===== src/verilog/vsf_defines.svh =====
// vsf_defines.svh: constants of the start-up and fault sequencer
// assumes a 100 MHz core clock; included by bare name
`ifndef VSF_DEFINES_SVH
`define VSF_DEFINES_SVH
// ****************************************
// timing
// ****************************************
`define VSF_CLK_MHZ 100
`define VSF_LATCH_US 50
`define VSF_LATCH_CYC (`VSF_LATCH_US * `VSF_CLK_MHZ)
`define VSF_CFG_CYC 16
`define VSF_SS_DIV 100
// ****************************************
// phase count codes and thresholds
// ****************************************
`define VSF_PH_THREE 2'h3
`define VSF_PH_TWO 2'h2
`define VSF_PH_ONE 2'h1
`define VSF_UV_MARGIN_MV 300
`define VSF_UV_LSB_MV 10
`define VSF_UV_MARGIN_DEF (`VSF_UV_MARGIN_MV / `VSF_UV_LSB_MV)
`define VSF_OV_MARGIN_MV 400
`define VSF_OV_ABS_MV 2900
`endif


===== src/verilog/vsf_pkg.sv =====
// vsf_pkg.sv: types of the start-up and fault sequencer
// assumes vsf_defines.svh for the numeric constants
`default_nettype none
package vsf_pkg;
    typedef enum logic [6:0] {
        VSF_CFG = 7'h01,
        VSF_IDLE = 7'h02,
        VSF_DRV = 7'h04,
        VSF_SOFT = 7'h08,
        VSF_RUN = 7'h10,
        VSF_OCP = 7'h20,
        VSF_OVP = 7'h40
    } vsf_state_e;
    typedef logic [1:0] vsf_phcnt_t;
endpackage : vsf_pkg
`default_nettype wire


===== src/verilog/vsf_sequencer.sv =====
// vsf_sequencer.sv: phase detect, soft start, phase output states, faults
// assumes synchronous straps and enable, asynchronous fault comparators
//
// What this block does
// - no sense strap high: three phases
// - only phase two strap high: two phases
// - both straps high: single phase
// - phase count sampled once before regulation
// - phases driven independently, overlap allowed
// - no start while driver line held low
// - held-off start puts phases mid first
// - soft start counts reference up stepwise
// - power-up: outputs open, test current on
// - mid level first, then driver-on asserted
// - phase leaves mid on first pulse
// - enable low returns phases to mid
// - overload persisting latch-off time shuts down
// - high current limit shuts down at once
// - current latch cleared by enable toggle
// - undervoltage drops power good
// - undervoltage margin replaceable by setting
// - overvoltage drops power good, ramps down
// - overvoltage: high sides off, lows on
// - overvoltage latched until enable toggle
// - absolute overvoltage threshold during start-up
`timescale 1ns/1ps
`default_nettype none
`include "vsf_defines.svh"
module vsf_sequencer #(
    parameter int NPH = 3,
    parameter int DW = 8,
    parameter int LATCH_CYCLES = `VSF_LATCH_CYC,
    parameter int SS_DIV = `VSF_SS_DIV
) (
    input wire logic core_clk,
    input wire logic arst_n,
    input wire logic enable,
    input wire logic phase_two_sense_input,
    input wire logic phase_three_sense_input,
    input wire logic driver_on_line_i,
    output logic driver_on_line_o,
    output logic driver_on_line_oe,
    input wire logic [NPH-1:0] pwm_req,
    input wire logic [DW-1:0] target_code,
    input wire logic [7:0] undervoltage_margin_setting,
    input wire logic uv_margin_override,
    input wire logic oc_limit_cmp,
    input wire logic oc_high_cmp,
    input wire logic undervoltage_detect,
    input wire logic overvoltage_cmp,
    output logic [NPH-1:0] phase_level,
    output logic [NPH-1:0] phase_mid,
    output logic [NPH-1:0] phase_oe,
    output logic test_current_en,
    output logic [DW-1:0] ref_code,
    output logic [7:0] uv_margin,
    output logic ov_abs_sel,
    output logic regulator_power_good,
    output vsf_pkg::vsf_phcnt_t phase_count,
    output logic oc_fault,
    output logic ov_fault
);
    import vsf_pkg::*;

    // ****************************************
    // helpers
    // ****************************************
    // mask of fitted phases for a count code
    function automatic logic [NPH-1:0] ph_mask(input vsf_phcnt_t cnt);
        logic [NPH-1:0] m;
        m = '0;
        for (int i = 0; i < NPH; i++) begin
            if (i < int'(cnt)) begin
                m[i] = 1'b1;
            end
        end
        return m;
    endfunction : ph_mask

    // ****************************************
    // fault synchronisers
    // ****************************************
    logic [3:0] meta_ff;
    logic [3:0] sync_ff;
    logic oc_lim_s;
    logic oc_high_s;
    logic uv_s;
    logic ov_s;

    // two-flop capture of comparator levels
    always_ff @(posedge core_clk or negedge arst_n) begin
        if (!arst_n) begin
            meta_ff <= 4'h0;
            sync_ff <= 4'h0;
        end else begin
            meta_ff <= {oc_limit_cmp, oc_high_cmp, undervoltage_detect, overvoltage_cmp};
            sync_ff <= meta_ff;
        end
    end

    assign oc_lim_s = sync_ff[3];
    assign oc_high_s = sync_ff[2];
    assign uv_s = sync_ff[1];
    assign ov_s = sync_ff[0];

    // ****************************************
    // sequencer state
    // ****************************************
    vsf_state_e state_ff;
    vsf_state_e nxt_state;
    logic [4:0] cfg_cnt_ff;
    logic [4:0] nxt_cfg_cnt;
    logic [15:0] ss_div_ff;
    logic [15:0] nxt_ss_div;
    logic [15:0] oc_cnt_ff;
    logic [15:0] nxt_oc_cnt;
    logic [NPH-1:0] started_ff;
    logic [NPH-1:0] nxt_started;
    vsf_phcnt_t phcnt_ff;
    vsf_phcnt_t nxt_phcnt;
    logic [DW-1:0] ref_ff;
    logic [DW-1:0] nxt_ref;
    logic step;
    logic [NPH-1:0] fitted;

    assign fitted = ph_mask(phcnt_ff);
    assign step = (ss_div_ff == 16'(SS_DIV - 1));

    // next state, counters and reference
    always_comb begin
        nxt_state = state_ff;
        nxt_cfg_cnt = cfg_cnt_ff;
        nxt_phcnt = phcnt_ff;
        nxt_ref = ref_ff;
        nxt_started = started_ff;
        nxt_oc_cnt = 16'h0000;
        nxt_ss_div = step ? 16'h0000 : 16'(ss_div_ff + 16'h0001);
        case (state_ff)
            VSF_CFG: begin
                // collect straps while outputs float
                nxt_cfg_cnt = 5'(cfg_cnt_ff + 5'h01);
                if (cfg_cnt_ff == 5'(`VSF_CFG_CYC - 1)) begin
                    if (phase_two_sense_input && phase_three_sense_input) begin
                        nxt_phcnt = `VSF_PH_ONE;
                    end else if (phase_two_sense_input) begin
                        nxt_phcnt = `VSF_PH_TWO;
                    end else begin
                        nxt_phcnt = `VSF_PH_THREE;
                    end
                    nxt_state = VSF_IDLE;
                end
            end
            VSF_IDLE: begin
                nxt_ref = '0;
                nxt_started = '0;
                if (enable) begin
                    nxt_state = VSF_DRV;
                end
            end
            VSF_DRV: begin
                // phases sit mid until the driver reports ready
                if (!enable) begin
                    nxt_state = VSF_IDLE;
                end else if (driver_on_line_i) begin
                    nxt_state = VSF_SOFT;
                    nxt_ss_div = 16'h0000;
                end
            end
            VSF_SOFT, VSF_RUN: begin
                nxt_started = started_ff | (pwm_req & fitted);
                if (step && ref_ff < target_code) begin
                    nxt_ref = DW'(ref_ff + 1'b1);
                end else if (step && ref_ff > target_code) begin
                    nxt_ref = DW'(ref_ff - 1'b1);
                end
                if (state_ff == VSF_SOFT && ref_ff == target_code) begin
                    nxt_state = VSF_RUN;
                end
                if (oc_lim_s) begin
                    nxt_oc_cnt = 16'(oc_cnt_ff + 16'h0001);
                end
                if (!enable) begin
                    nxt_state = VSF_IDLE;
                end else if (ov_s) begin
                    nxt_state = VSF_OVP;
                end else if (oc_high_s) begin
                    nxt_state = VSF_OCP;
                end else if (oc_lim_s && oc_cnt_ff == 16'(LATCH_CYCLES - 1)) begin
                    nxt_state = VSF_OCP;
                end
            end
            VSF_OCP: begin
                if (!enable) begin
                    nxt_state = VSF_IDLE;
                end
            end
            VSF_OVP: begin
                if (step && ref_ff != '0) begin
                    nxt_ref = DW'(ref_ff - 1'b1);
                end
                if (!enable) begin
                    nxt_state = VSF_IDLE;
                end
            end
            default: begin
                nxt_state = VSF_CFG;
            end
        endcase
    end

    // register sequencer state
    always_ff @(posedge core_clk or negedge arst_n) begin
        if (!arst_n) begin
            state_ff <= VSF_CFG;
            cfg_cnt_ff <= 5'h00;
            phcnt_ff <= `VSF_PH_THREE;
            ref_ff <= '0;
            started_ff <= '0;
            oc_cnt_ff <= 16'h0000;
            ss_div_ff <= 16'h0000;
        end else begin
            state_ff <= nxt_state;
            cfg_cnt_ff <= nxt_cfg_cnt;
            phcnt_ff <= nxt_phcnt;
            ref_ff <= nxt_ref;
            started_ff <= nxt_started;
            oc_cnt_ff <= nxt_oc_cnt;
            ss_div_ff <= nxt_ss_div;
        end
    end

    // ****************************************
    // registered outputs
    // ****************************************
    logic [NPH-1:0] lvl_ff;
    logic [NPH-1:0] nxt_lvl;
    logic [NPH-1:0] mid_ff;
    logic [NPH-1:0] nxt_mid;
    logic [NPH-1:0] oe_ff;
    logic [NPH-1:0] nxt_oe;
    logic test_ff;
    logic nxt_test;
    logic drv_rel_ff;
    logic nxt_drv_rel;
    logic pg_ff;
    logic nxt_pg;
    logic abs_ff;
    logic nxt_abs;
    logic [7:0] uvm_ff;
    logic [7:0] nxt_uvm;
    logic [NPH-1:0] nfit;

    assign nfit = ph_mask(nxt_phcnt);

    // output values follow the next state
    always_comb begin
        nxt_lvl = '0;
        nxt_mid = '0;
        nxt_oe = '0;
        nxt_test = 1'b0;
        nxt_drv_rel = 1'b0;
        nxt_pg = 1'b0;
        nxt_abs = 1'b1;
        nxt_uvm = uv_margin_override ? undervoltage_margin_setting : 8'(`VSF_UV_MARGIN_DEF);
        case (nxt_state)
            VSF_CFG: begin
                nxt_test = 1'b1;
            end
            VSF_IDLE, VSF_DRV: begin
                nxt_mid = nfit;
                nxt_oe = nfit;
                nxt_drv_rel = (nxt_state == VSF_DRV) && (state_ff == VSF_DRV);
            end
            VSF_SOFT, VSF_RUN: begin
                nxt_oe = nfit;
                nxt_mid = nfit & ~nxt_started;
                nxt_lvl = nfit & nxt_started & pwm_req;
                nxt_drv_rel = 1'b1;
                nxt_abs = (nxt_state == VSF_SOFT);
                nxt_pg = (nxt_state == VSF_RUN) && !uv_s;
            end
            VSF_OCP: begin
                nxt_oe = '0;
            end
            VSF_OVP: begin
                nxt_oe = nfit;
                nxt_lvl = '0;
                nxt_drv_rel = 1'b1;
                nxt_abs = 1'b0;
            end
            default: begin
                nxt_test = 1'b1;
            end
        endcase
    end

    // register the outputs
    always_ff @(posedge core_clk or negedge arst_n) begin
        if (!arst_n) begin
            lvl_ff <= '0;
            mid_ff <= '0;
            oe_ff <= '0;
            test_ff <= 1'b1;
            drv_rel_ff <= 1'b0;
            pg_ff <= 1'b0;
            abs_ff <= 1'b1;
            uvm_ff <= 8'(`VSF_UV_MARGIN_DEF);
        end else begin
            lvl_ff <= nxt_lvl;
            mid_ff <= nxt_mid;
            oe_ff <= nxt_oe;
            test_ff <= nxt_test;
            drv_rel_ff <= nxt_drv_rel;
            pg_ff <= nxt_pg;
            abs_ff <= nxt_abs;
            uvm_ff <= nxt_uvm;
        end
    end

    // driver-on is open drain: pulled low until released
    assign driver_on_line_o = 1'b0;
    assign driver_on_line_oe = ~drv_rel_ff;
    assign phase_level = lvl_ff;
    assign phase_mid = mid_ff;
    assign phase_oe = oe_ff;
    assign test_current_en = test_ff;
    assign ref_code = ref_ff;
    assign uv_margin = uvm_ff;
    assign ov_abs_sel = abs_ff;
    assign regulator_power_good = pg_ff;
    assign phase_count = phcnt_ff;
    assign oc_fault = (state_ff == VSF_OCP);
    assign ov_fault = (state_ff == VSF_OVP);
endmodule : vsf_sequencer
`default_nettype wire

===== config.mk =====
export PLATFORM = sky130hd
export DESIGN_NAME = vsf_sequencer
export DESIGN_NICKNAME = d
export VERILOG_FILES = /design/src/verilog/vsf_pkg.sv /design/src/verilog/vsf_sequencer.sv
export VERILOG_INCLUDE_DIRS = /design/src /design/src/verilog
export SDC_FILE = /design/constraint.sdc
export NUM_CORES = 1
export LEC_CHECK = 0
export BUFFER_PORTS_ARGS = -buffer_cell sky130_fd_sc_hd__buf_4
export CAP_MARGIN = 20
export CORE_AREA = 5 5 119 121
export DETAILED_ROUTE_END_ITERATION = 7
export DIE_AREA = 0 0 124 126
export PLACE_DENSITY_LB_ADDON = 0.3
export SLEW_MARGIN = 20
export SYNTH_ARGS = -nofsm -noshare
export SYNTH_HDL_FRONTEND = slang
export SYNTH_SLANG_ARGS = --single-unit

===== constraint.sdc =====
create_clock -name core_clk -period 6.1 [get_ports core_clk]
set_input_delay 0.305 -clock core_clk [delete_from_list [all_inputs] [get_ports core_clk]]
set_output_delay 0.305 -clock core_clk [all_outputs]
set_load 0.1 [all_outputs]

# ---- After elaboration in Yosys (flattened, before gate mapping)
# Index checks and enable logic that the tools add are counted.
dict set report word_totals {
  register_bits 86
  in_bits 30
  out_inout_bits 34
  elab_cells 115
}
dict set report classes {
  add_sub_neg 5
  order_cmp 8
  n_eq_ne 19
  mux 40
  n_bitwise 7
  reduce_logical 19
}
# operator count
set ops {}
lappend ops {{two-way mux 16 bit} 6}
lappend ops {{two-way mux 7 bit} 10}
lappend ops {{case mux 7 bit (5 select lines)} 1}
lappend ops {{adder 16 x 1 -> 16 bit (second input constant)} 2}
lappend ops {{two-way mux 8 bit} 4}
lappend ops {{case mux 8 bit (3 select lines)} 1}
lappend ops {{== test 16 x 13 -> 1 bit (second input constant)} 1}
lappend ops {{== test 16 x 7 -> 1 bit (second input constant)} 1}
lappend ops {{== test 7 x 2 -> 1 bit (second input constant)} 2}
lappend ops {{== test 7 x 3 -> 1 bit (second input constant)} 2}
lappend ops {{== test 7 x 4 -> 1 bit (second input constant)} 2}
lappend ops {{== test 7 x 5 -> 1 bit (second input constant)} 2}
lappend ops {{== test 7 x 6 -> 1 bit (second input constant)} 2}
lappend ops {{== test 7 bit (second input constant)} 2}
lappend ops {{bitwise AND 3 bit} 4}
lappend ops {{case mux 3 bit (2 select lines)} 2}
lappend ops {{two-way mux 1 bit} 9}
lappend ops {{adder 8 x 1 -> 8 bit (second input constant)} 1}
lappend ops {{== test 8 bit} 1}
lappend ops {{> comparator 8 bit} 1}
lappend ops {{logical AND 1 bit} 8}
lappend ops {{< comparator 1 x 2 -> 1 bit (first input constant)} 4}
lappend ops {{< comparator 8 bit} 1}
lappend ops {{nonzero test 8 bit} 1}
lappend ops {{20 further kinds} 28}

# ---- Depth between registers and ports, before layout
# Gate-level depths: netlist (run 1).
dict set report depth {
  word_depth 11
  ltp_mapped 10
  depth_no_buf 9
}

# ---- Worst setup path after synthesis (run 1)
# Ideal clock, no wire load.
dict set report synth_timing {
  kind {reg-to-reg}
  start {reg state_ff[3]}
  end {reg state_ff[5]}
  setup_ps 78
  arrival_ps 4590
  required_ps 6022
  slack_ps 1431
  stages_incl_launch_ff 5
  n_path_buf 1
  period_less_slack_ps 4669
  path_cell_list {dfrtp_1 buf_2 or4_1 nor4b_1 o21a_1}
}
dict set report synth_between {
  word_cells_on_any_way 16
  cone_classes {7 x eq/ne; 6 x mux; 3 x reduce/logical}
}
# element line_no
set synth_lines {}
lappend synth_lines {{from (decl)} vsf_sequencer.sv:109} ;# vsf_state_e state_ff;
lappend synth_lines {{from (signal assigned)} vsf_sequencer.sv:222} ;# state_ff <= nxt_state;
lappend synth_lines {{== test 7 x 6 -> 1 bit} n/a}
lappend synth_lines {{net oc_fault} vsf_sequencer.sv:60} ;# output logic oc_fault,
lappend synth_lines {{OR reduction 2 bit (no source line)} n/a}
lappend synth_lines {{case mux 7 bit (5 select lines)} vsf_sequencer.sv:138} ;# case (state_ff)
lappend synth_lines {{net nxt_state[5]} vsf_sequencer.sv:110} ;# vsf_state_e nxt_state;
# The timed path passes the listed nets, and every way through them passes these cells.
# A chain may end at the register's enable or synchronous reset.

# ---- Worst setup path in the final report (run 1)
dict set report layout_timing {
  start {reg state_ff[3]}
  end {out oc_fault}
}
dict set report layout_between {
  elab_chain_len 1
}
# element line_no
set layout_rtl {}
lappend layout_rtl {{== test 7 x 6 -> 1 bit} vsf_sequencer.sv:332} ;# assign oc_fault = (state_ff == VSF_OCP);
lappend layout_rtl {{to (decl)} vsf_sequencer.sv:60}
# No other way between the ends.

==> metrics, run 1 <==
Post-synth EDFFs 0; GP Congestion 0.8494; I/O Pins 64; Rows 42; worst reg2reg path depth 8; R2R Path End ref_code[2]$_DFFE_PN0P_; Max Freq 0.3749 GHz; vias 3495; placed cells 670; gr ovfl total 0; Crit Path Category flip-flop to output pin; CP Cell Sequence or4_1 > nor4b_1 > buf_4; mean number of vias per cell 5.087; area of placed instances 5014 um2; setup TNS 0 ns; Async S/R FF share, synth 100.0%; Clock Tree Buf Depth 2; Synth cell types 62; initial core utilization 33.83%; wire length per cell 14.24 um; Storage cell area 2163 um2; hold depth 1; r2r setup slk 3.44 ns; Sink Count 86; pins over their slew limit 0; setup violators final 0; Slew HR 44.98%; Crit path largest cell delay 0.58 ns; die area 15620 um2; Max VDD drop 0.2948 mV; Worst R2R Start ss_div_ff[0]$_DFF_PN0_; WL final 9.786 mm; CTS tree done; RSZ-0062 raised after global routing no; clock edge transition at the registers on the reported setup and hold paths 0.06 ns; Max Cap Viol 0; post-synthesis sequential area ratio 49.26%; Synth Flop Type dfrtp_1; CP Launch Type flip-flop; Die H 126 um; initial antenna violation count 0; clk_skew 0.007903 ns; footprint of the multi-input gates 2082 um2; hold endpoint meta_ff[1]$_DFF_PN0_; pre-CTS setup slack 3.480 ns; ANT cells 0; final hold vios 0; vias in the first global route 3598; Worst Path Max Fanout 10; worst skew pair latency 0.34 ns; slowest library cell on the worst path or4_1; Critical Path End Type output pin; GRT Total Usage 13.30%; first-pass GRT wire length 17.06 mm; Syn Area/Cell 9.936 um2; Remaining DRCs 0; # fillers 1282; Port Buffer Count 62; fin cells 687; hold path start undervoltage_detect; core area 12980 um2; Mapped Area 4392 um2; flops & latches, synth 86; fin nets 551; Critical Path RT 5.79 ns; post-route cell area 5326 um2; Final WS setup 3.432 ns; DR iter-0 viols 267; Area growth, synth to finish 21.28%; hold crit path type input port to flip-flop; DPL Wire Length 7.140 mm; clock buffer count from CTS 9; Tightest Pin Transition 0.8253 ns; Mapped Cells 442; Die X 124 um; status completed; root buffer cell clkbuf_16; Pwr Density 349.6 nW/um2; Leak 2.403 nW; total number of yosys warnings 0; crit path DAT 2.36 ns; Final Cycle Share 43.73%; Syn Nets 487; Final Critical Period 2.668 ns; largest net degree at the start of global routing 66; total power 0.001862 W; proportion of layout cells with a drive suffix above 1 19.57%; number of nets with antenna violations after routing 0; htree depth 3; first-pass iteration count of the detailed router 4; post-CTS setup buffers 0
-- cell families (layout without fill, tap and decap cells) --
| family | count (synthesis) | in the layout | share of synthesized area, % |
|---|---|---|---|
| xor+xnor | 29 | 29 | 5.783 |
| fa+ha+maj | 15 | 15 | 4.274 |
| other cells | 1 | 1 | 0.08539 |
| mux | 3 | 3 | 0.6838 |
| flops | 86 | 86 | 49.26 |
| simple gates | 198 | 198 | 24.59 |
| compound gates | 79 | 79 | 11.99 |
| buf+inv | 31 | 100 | 3.333 |
-- cell usage in the layout, fill, tap and decap left out, drive strengths merged, types with 4 or more instances in the layout --
| cell | synthesis | final |
|---|---|---|
| o22ai | 7 | 7 |
| nand3 | 24 | 24 |
| nor3 | 13 | 13 |
| clkbuf | 4 | 13 |
| nor2 | 52 | 52 |
| o21ai | 18 | 18 |
| xnor2 | 13 | 13 |
| inv | 20 | 20 |
| a21oi | 21 | 21 |
| nand2 | 34 | 34 |
| a31oi | 7 | 7 |
| nand4 | 7 | 7 |
| nor4 | 10 | 10 |
| and2 | 8 | 8 |
| o21a | 4 | 4 |
| dfstp | 9 | 9 |
| buf | 7 | 63 |
| xor2 | 16 | 16 |
| and3 | 11 | 11 |
| nor4b | 6 | 6 |
| nand2b | 10 | 10 |
| ha | 15 | 15 |
| dfrtp | 77 | 77 |
| or3 | 9 | 9 |
-- flip-flops by register name, summed over array words and instances, names as in the netlist, 2 cells and up --
register     count
ss_div_ff       16
sync_ff          4
cfg_cnt_ff       5
state_ff         7
oc_cnt_ff       16
phase_oe         3
meta_ff          4
uv_margin        8
started_ff       3
phase_mid        3
phase_level      3
ref_code         8
phase_count      2
-- report_power, final --
part | total (W) | leakage [nW] | internal, W | switching [W]
Clock | 0.000553 | 0.146 | 0.000339 | 0.000214
Sequential | 0.000739 | 1.11 | 0.000656 | 0.0000829
Combinational | 0.000570 | 1.14 | 0.000178 | 0.000391
-- worst max-delay path: cells and delay by family (launching register included) --
kind                   cells  cell delay (ns)
and+or+nand+nor            2             1.10
buffers and inverters      1             0.40
DFF                        1             0.52
-- how the worst max path moves through the flow --
stage	start	endpoint	slack, ns	cells after the start
after floorplan	state_ff[3]$_DFF_PN0_	state_ff[5]$_DFF_PN0_	1.43	4
after global placement	ss_div_ff[0]$_DFF_PN0_	ref_code[2]$_DFFE_PN0P_	3.61	8
after global routing	ss_div_ff[0]$_DFF_PN0_	ref_code[2]$_DFFE_PN0P_	3.21	8
after detailed placement	ss_div_ff[0]$_DFF_PN0_	ref_code[2]$_DFFE_PN0P_	3.48	8
after CTS	state_ff[3]$_DFF_PN0_	oc_fault	3.37	3
final	state_ff[3]$_DFF_PN0_	oc_fault	3.43	3
-- cell usage after synthesis, types with 4 or more instances --
cell / instances / area [um2]
nand2b_1: 10 / 62.56
nor2_1: 52 / 195.2
and3_1: 11 / 68.82
o21ai_1: 4 / 20.02
nand2_1: 34 / 127.6
o22ai_1: 7 / 43.79
clkbuf_1: 4 / 15.01
nor4_1: 7 / 43.79
xor2_1: 16 / 140.1
nand3_1: 24 / 120.1
o21ai_0: 14 / 70.07
ha_1: 15 / 187.7
and2_1: 8 / 50.05
xnor2_1: 13 / 113.9
dfstp_2: 9 / 236.5
nor4b_1: 5 / 43.79
a21oi_1: 20 / 100.1
inv_1: 19 / 71.32
nor3_1: 11 / 55.05
o21a_1: 4 / 30.03
a31oi_1: 5 / 31.28
dfrtp_1: 77 / 1927
or3_1: 8 / 50.05
nand4_1: 7 / 43.79
-- final cells by class --
cell class,count,area share (%)
Clock buffer,13,4.886
Clock inverter,3,0.7987
Inverter,20,1.409
Multi-Input combinational cell,325,39.09
Sequential cell,86,40.62
Tap cell,176,4.134
Timing Repair Buffer,64,9.067
-- metrics by stage --
stage                     hold WS [ns]  util, %
after detailed placement        0.2098    38.63
after global routing           0.06411    41.04
after floorplan               0.009409        -
final                          0.07427    41.04
after global placement          0.2074    38.63
after CTS                      0.06023    41.04
-- routing by layer --
metal	global-route usage (%)	part of all wire [%]	vias to the layer above
li1	-	-	1705
met1	17.94	46	1682
met2	20.87	47	90
met3	3.229	5.5	18
met4	4.575	1.7	0
met5	0	0	-
-- timing repair --
action,CTS,global route
hold buffers,1,0
setup endpoints to repair,0,0
gates resized for setup,0,0
hold endpoints to repair,17,0
Power figures use the tool's default switching activity.
==> run 2, diff against run 1 <==
- clock period: 6.1 -> 2.3 ns (I/O delays scaled with it)
==> run 2 against run 1 <==
  * Critical path depth grew 4
  * Worst setup slack lost 3.4 ns
  * Register-to-register slack lost 3.4 ns
  * Die area is the same
  * Combinational power grew to 3.4 times the previous value
  * First-iteration DRC count shrank 32%
  * Sequential share of layout area shrank 5.6 points
  * Non-clock buffer count grew 78
  * Global-route usage grew 1.7 points
  * Cell count grew 11%
  * Critical endpoint is now ref_code[5]$_DFFE_PN0P_
  * Largest cell class is now multi-input gates
==> metrics, run 2 (same netlist as run 1, synthesis figures left out) <==
vias 3835 (was 3495); fin cells 765 (was 687); Worst Path Max Fanout 6 (was 10); CP Cell Sequence or3_4 > or3_1 > nor3_4 > buf_4 > a22o_1 > a21oi_1 > a21oi_1 (was or4_1 > nor4b_1 > buf_4); Rows 42 (unchanged); Crit path largest cell delay 0.52 ns (was 0.58 ns); first-pass iteration count of the detailed router 4 (unchanged); number of nets with antenna violations after routing 0 (unchanged); gr ovfl total 0 (unchanged); initial core utilization 33.83% (unchanged); vias in the first global route 3905 (was 3598); setup violators final 0 (unchanged); DR WL met2 5.244 mm (was 4.566 mm); Final Critical Period 2.297 ns; Critical Path End Type flip-flop (was output pin); crit path from state_ff[5]$_DFF_PN0_ (was state_ff[3]$_DFF_PN0_); worst skew pair latency 0.34 ns (about the same); Die X 124 um (unchanged); Buf/Inv on CP 1 (unchanged); root buffer cell clkbuf_16 (unchanged); final hold vios 0 (unchanged); Worst R2R Start state_ff[5]$_DFF_PN0_ (was ss_div_ff[0]$_DFF_PN0_); hold crit path type input port to flip-flop (unchanged); status completed (unchanged); CP top delay family simple AND/OR/NAND/NOR gates (unchanged); Critical Path RT 2.56 ns (was 5.79 ns); Tightest Pin Transition 0.6664 ns (was 0.8253 ns); Max VDD drop 0.8587 mV (was 0.2948 mV); Port Buffer Count 62 (unchanged); mean number of vias per cell 5.013 (was 5.087); ANT cells 0 (unchanged); DR iter-0 viols 182 (was 267); DPL Wire Length 8.049 mm (was 7.140 mm); hold path start pwm_req[2] (was undervoltage_detect); wire length per cell 14.79 um (was 14.24 um); Leak 2.808 nW (was 2.403 nW); CP Launch Type flip-flop (unchanged); Crit path top cell by count a21oi_1; WL final 11.31 mm (was 9.786 mm); commonest non-fill, non-tap cells in the layout buf_4, dfrtp_1, nor2_1 (was dfrtp_1, buf_4, nor2_1); Top Registers oc_cnt_ff: 16 flops, ss_div_ff: 16 flops (unchanged); clock edge transition at the registers on the reported setup and hold paths 0.07 ns (was 0.06 ns); I/O Pins 64 (unchanged); GP Congestion 0.8763 (was 0.8494); clk_skew 0.007666 ns (was 0.007903 ns); Remaining DRCs 0 (unchanged); initial antenna violation count 0 (unchanged); Crit Path Category flip-flop to flip-flop (was flip-flop to output pin); Max Freq 0.4354 GHz; Top Layer Used met4 (unchanged); core area 12980 um2 (unchanged); htree depth 3 (unchanged); Area growth, synth to finish 42.65% (was 21.28%); Pwr Density 831.2 nW/um2 (was 349.6 nW/um2); GRT Total Usage 14.97% (was 13.30%); crit path DAT 2.56 ns (was 2.36 ns); WL met3 425 um (was 540 um); area of placed instances 5534 um2 (was 5014 um2); clock buffer count from CTS 9 (unchanged); Slew HR 55.57% (was 44.98%); fin util 48.26% (was 41.04%); first-pass GRT wire length 18.60 mm (was 17.06 mm); Final Cycle Share 99.86%; proportion of layout cells with a drive suffix above 1 35.31% (was 19.57%); Max Cap Viol 0 (unchanged); M1 WL 5.351 mm (was 4.516 mm); die area 15620 um2 (unchanged); largest net degree at the start of global routing 52 (was 66); Die H 126 um (unchanged); slowest library cell on the worst path or3_1 (was or4_1); pins over their slew limit 0 (unchanged); placed cells 727 (was 670); CTS tree done (unchanged); post-route cell area 6265 um2 (was 5326 um2); Sink Count 86 (unchanged); RSZ-0062 raised after global routing yes (was no); Clock Tree Buf Depth 2 (unchanged); total power 0.005207 W (was 0.001862 W); fin nets 629 (was 551); commonest non-fill, non-tap cell in the layout buf_4 (was dfrtp_1)
==> run 2: layer usage <==
metal | vias to the layer above | track usage, %
li1 | 1857 | -
met1 | 1868 | 20.40
met2 | 90 | 22.84
met3 | 20 | 3.049
met4 | 0 | 6.830
met5 | - | 0
==> run 2: repair_timing <==
action / 4_1_cts / 5_1_grt
hold buffers: 14 / 0
pin swaps: 3 / 18
setup buffers: 4 / 4
cloned: 0 / 0
hold endpoints to repair: 54 / 0
gates resized for setup: 14 / 30
setup endpoints to repair: 9 / 18
==> run 2: worst paths after layout <==
check	endpoint	slack [ns]	cells after the start
max in group asynchronous	phase_count[1]$_DFF_PN1_	1.24	3
worst min-delay path	phase_level[2]$_DFF_PN0_	0.03	3
min in group asynchronous	ref_code[4]$_DFFE_PN0P_	0.35	2
worst min register to register	sync_ff[0]$_DFF_PN0_	0.35	0
worst max register to register	ref_code[5]$_DFFE_PN0P_	0.003	7
worst max-delay path	ref_code[5]$_DFFE_PN0P_	0.003	7
==> run 2: worst reg2reg max path, delay by kind of cell (launching register included) <==
kind            cells  cell delay (ns)
compound gates      3             0.30
buf+inv             1             0.17
flops               1             0.42
simple gates        3             1.33
==> run 2: layout make-up <==
type / instances / area (um2)
fill: 1215 / 6715
timing repair buffer: 142 / 1129
clock inverter: 5 / 42.54
sequential: 86 / 2195
tap: 176 / 220.2
multi-input combinational: 325 / 2359
inverter: 20 / 77.57
clock buffer: 11 / 242.7
==> run 2: power breakdown <==
| group | total [W] | internal (W) | switching [W] |
|---|---|---|---|
| Clock | 0.00139 | 0.000775 | 0.000619 |
| Sequential | 0.00190 | 0.00176 | 0.000145 |
| Combinational | 0.00191 | 0.000687 | 0.00123 |
==> run 2: per-stage QoR <==
step,hold slack [ns],setup WS [ns],setup TNS [ns]
floorplan,-0.1806,-0.07123,-0.07123
global route,0.02289,-0.06842,-0.6125
global placement,0.1924,-0.03009,-0.06326
CTS,0.002006,-0.007576,-0.007576
finish,0.02780,0.003152,0
detailed placement,0.1910,-0.07274,-0.2148
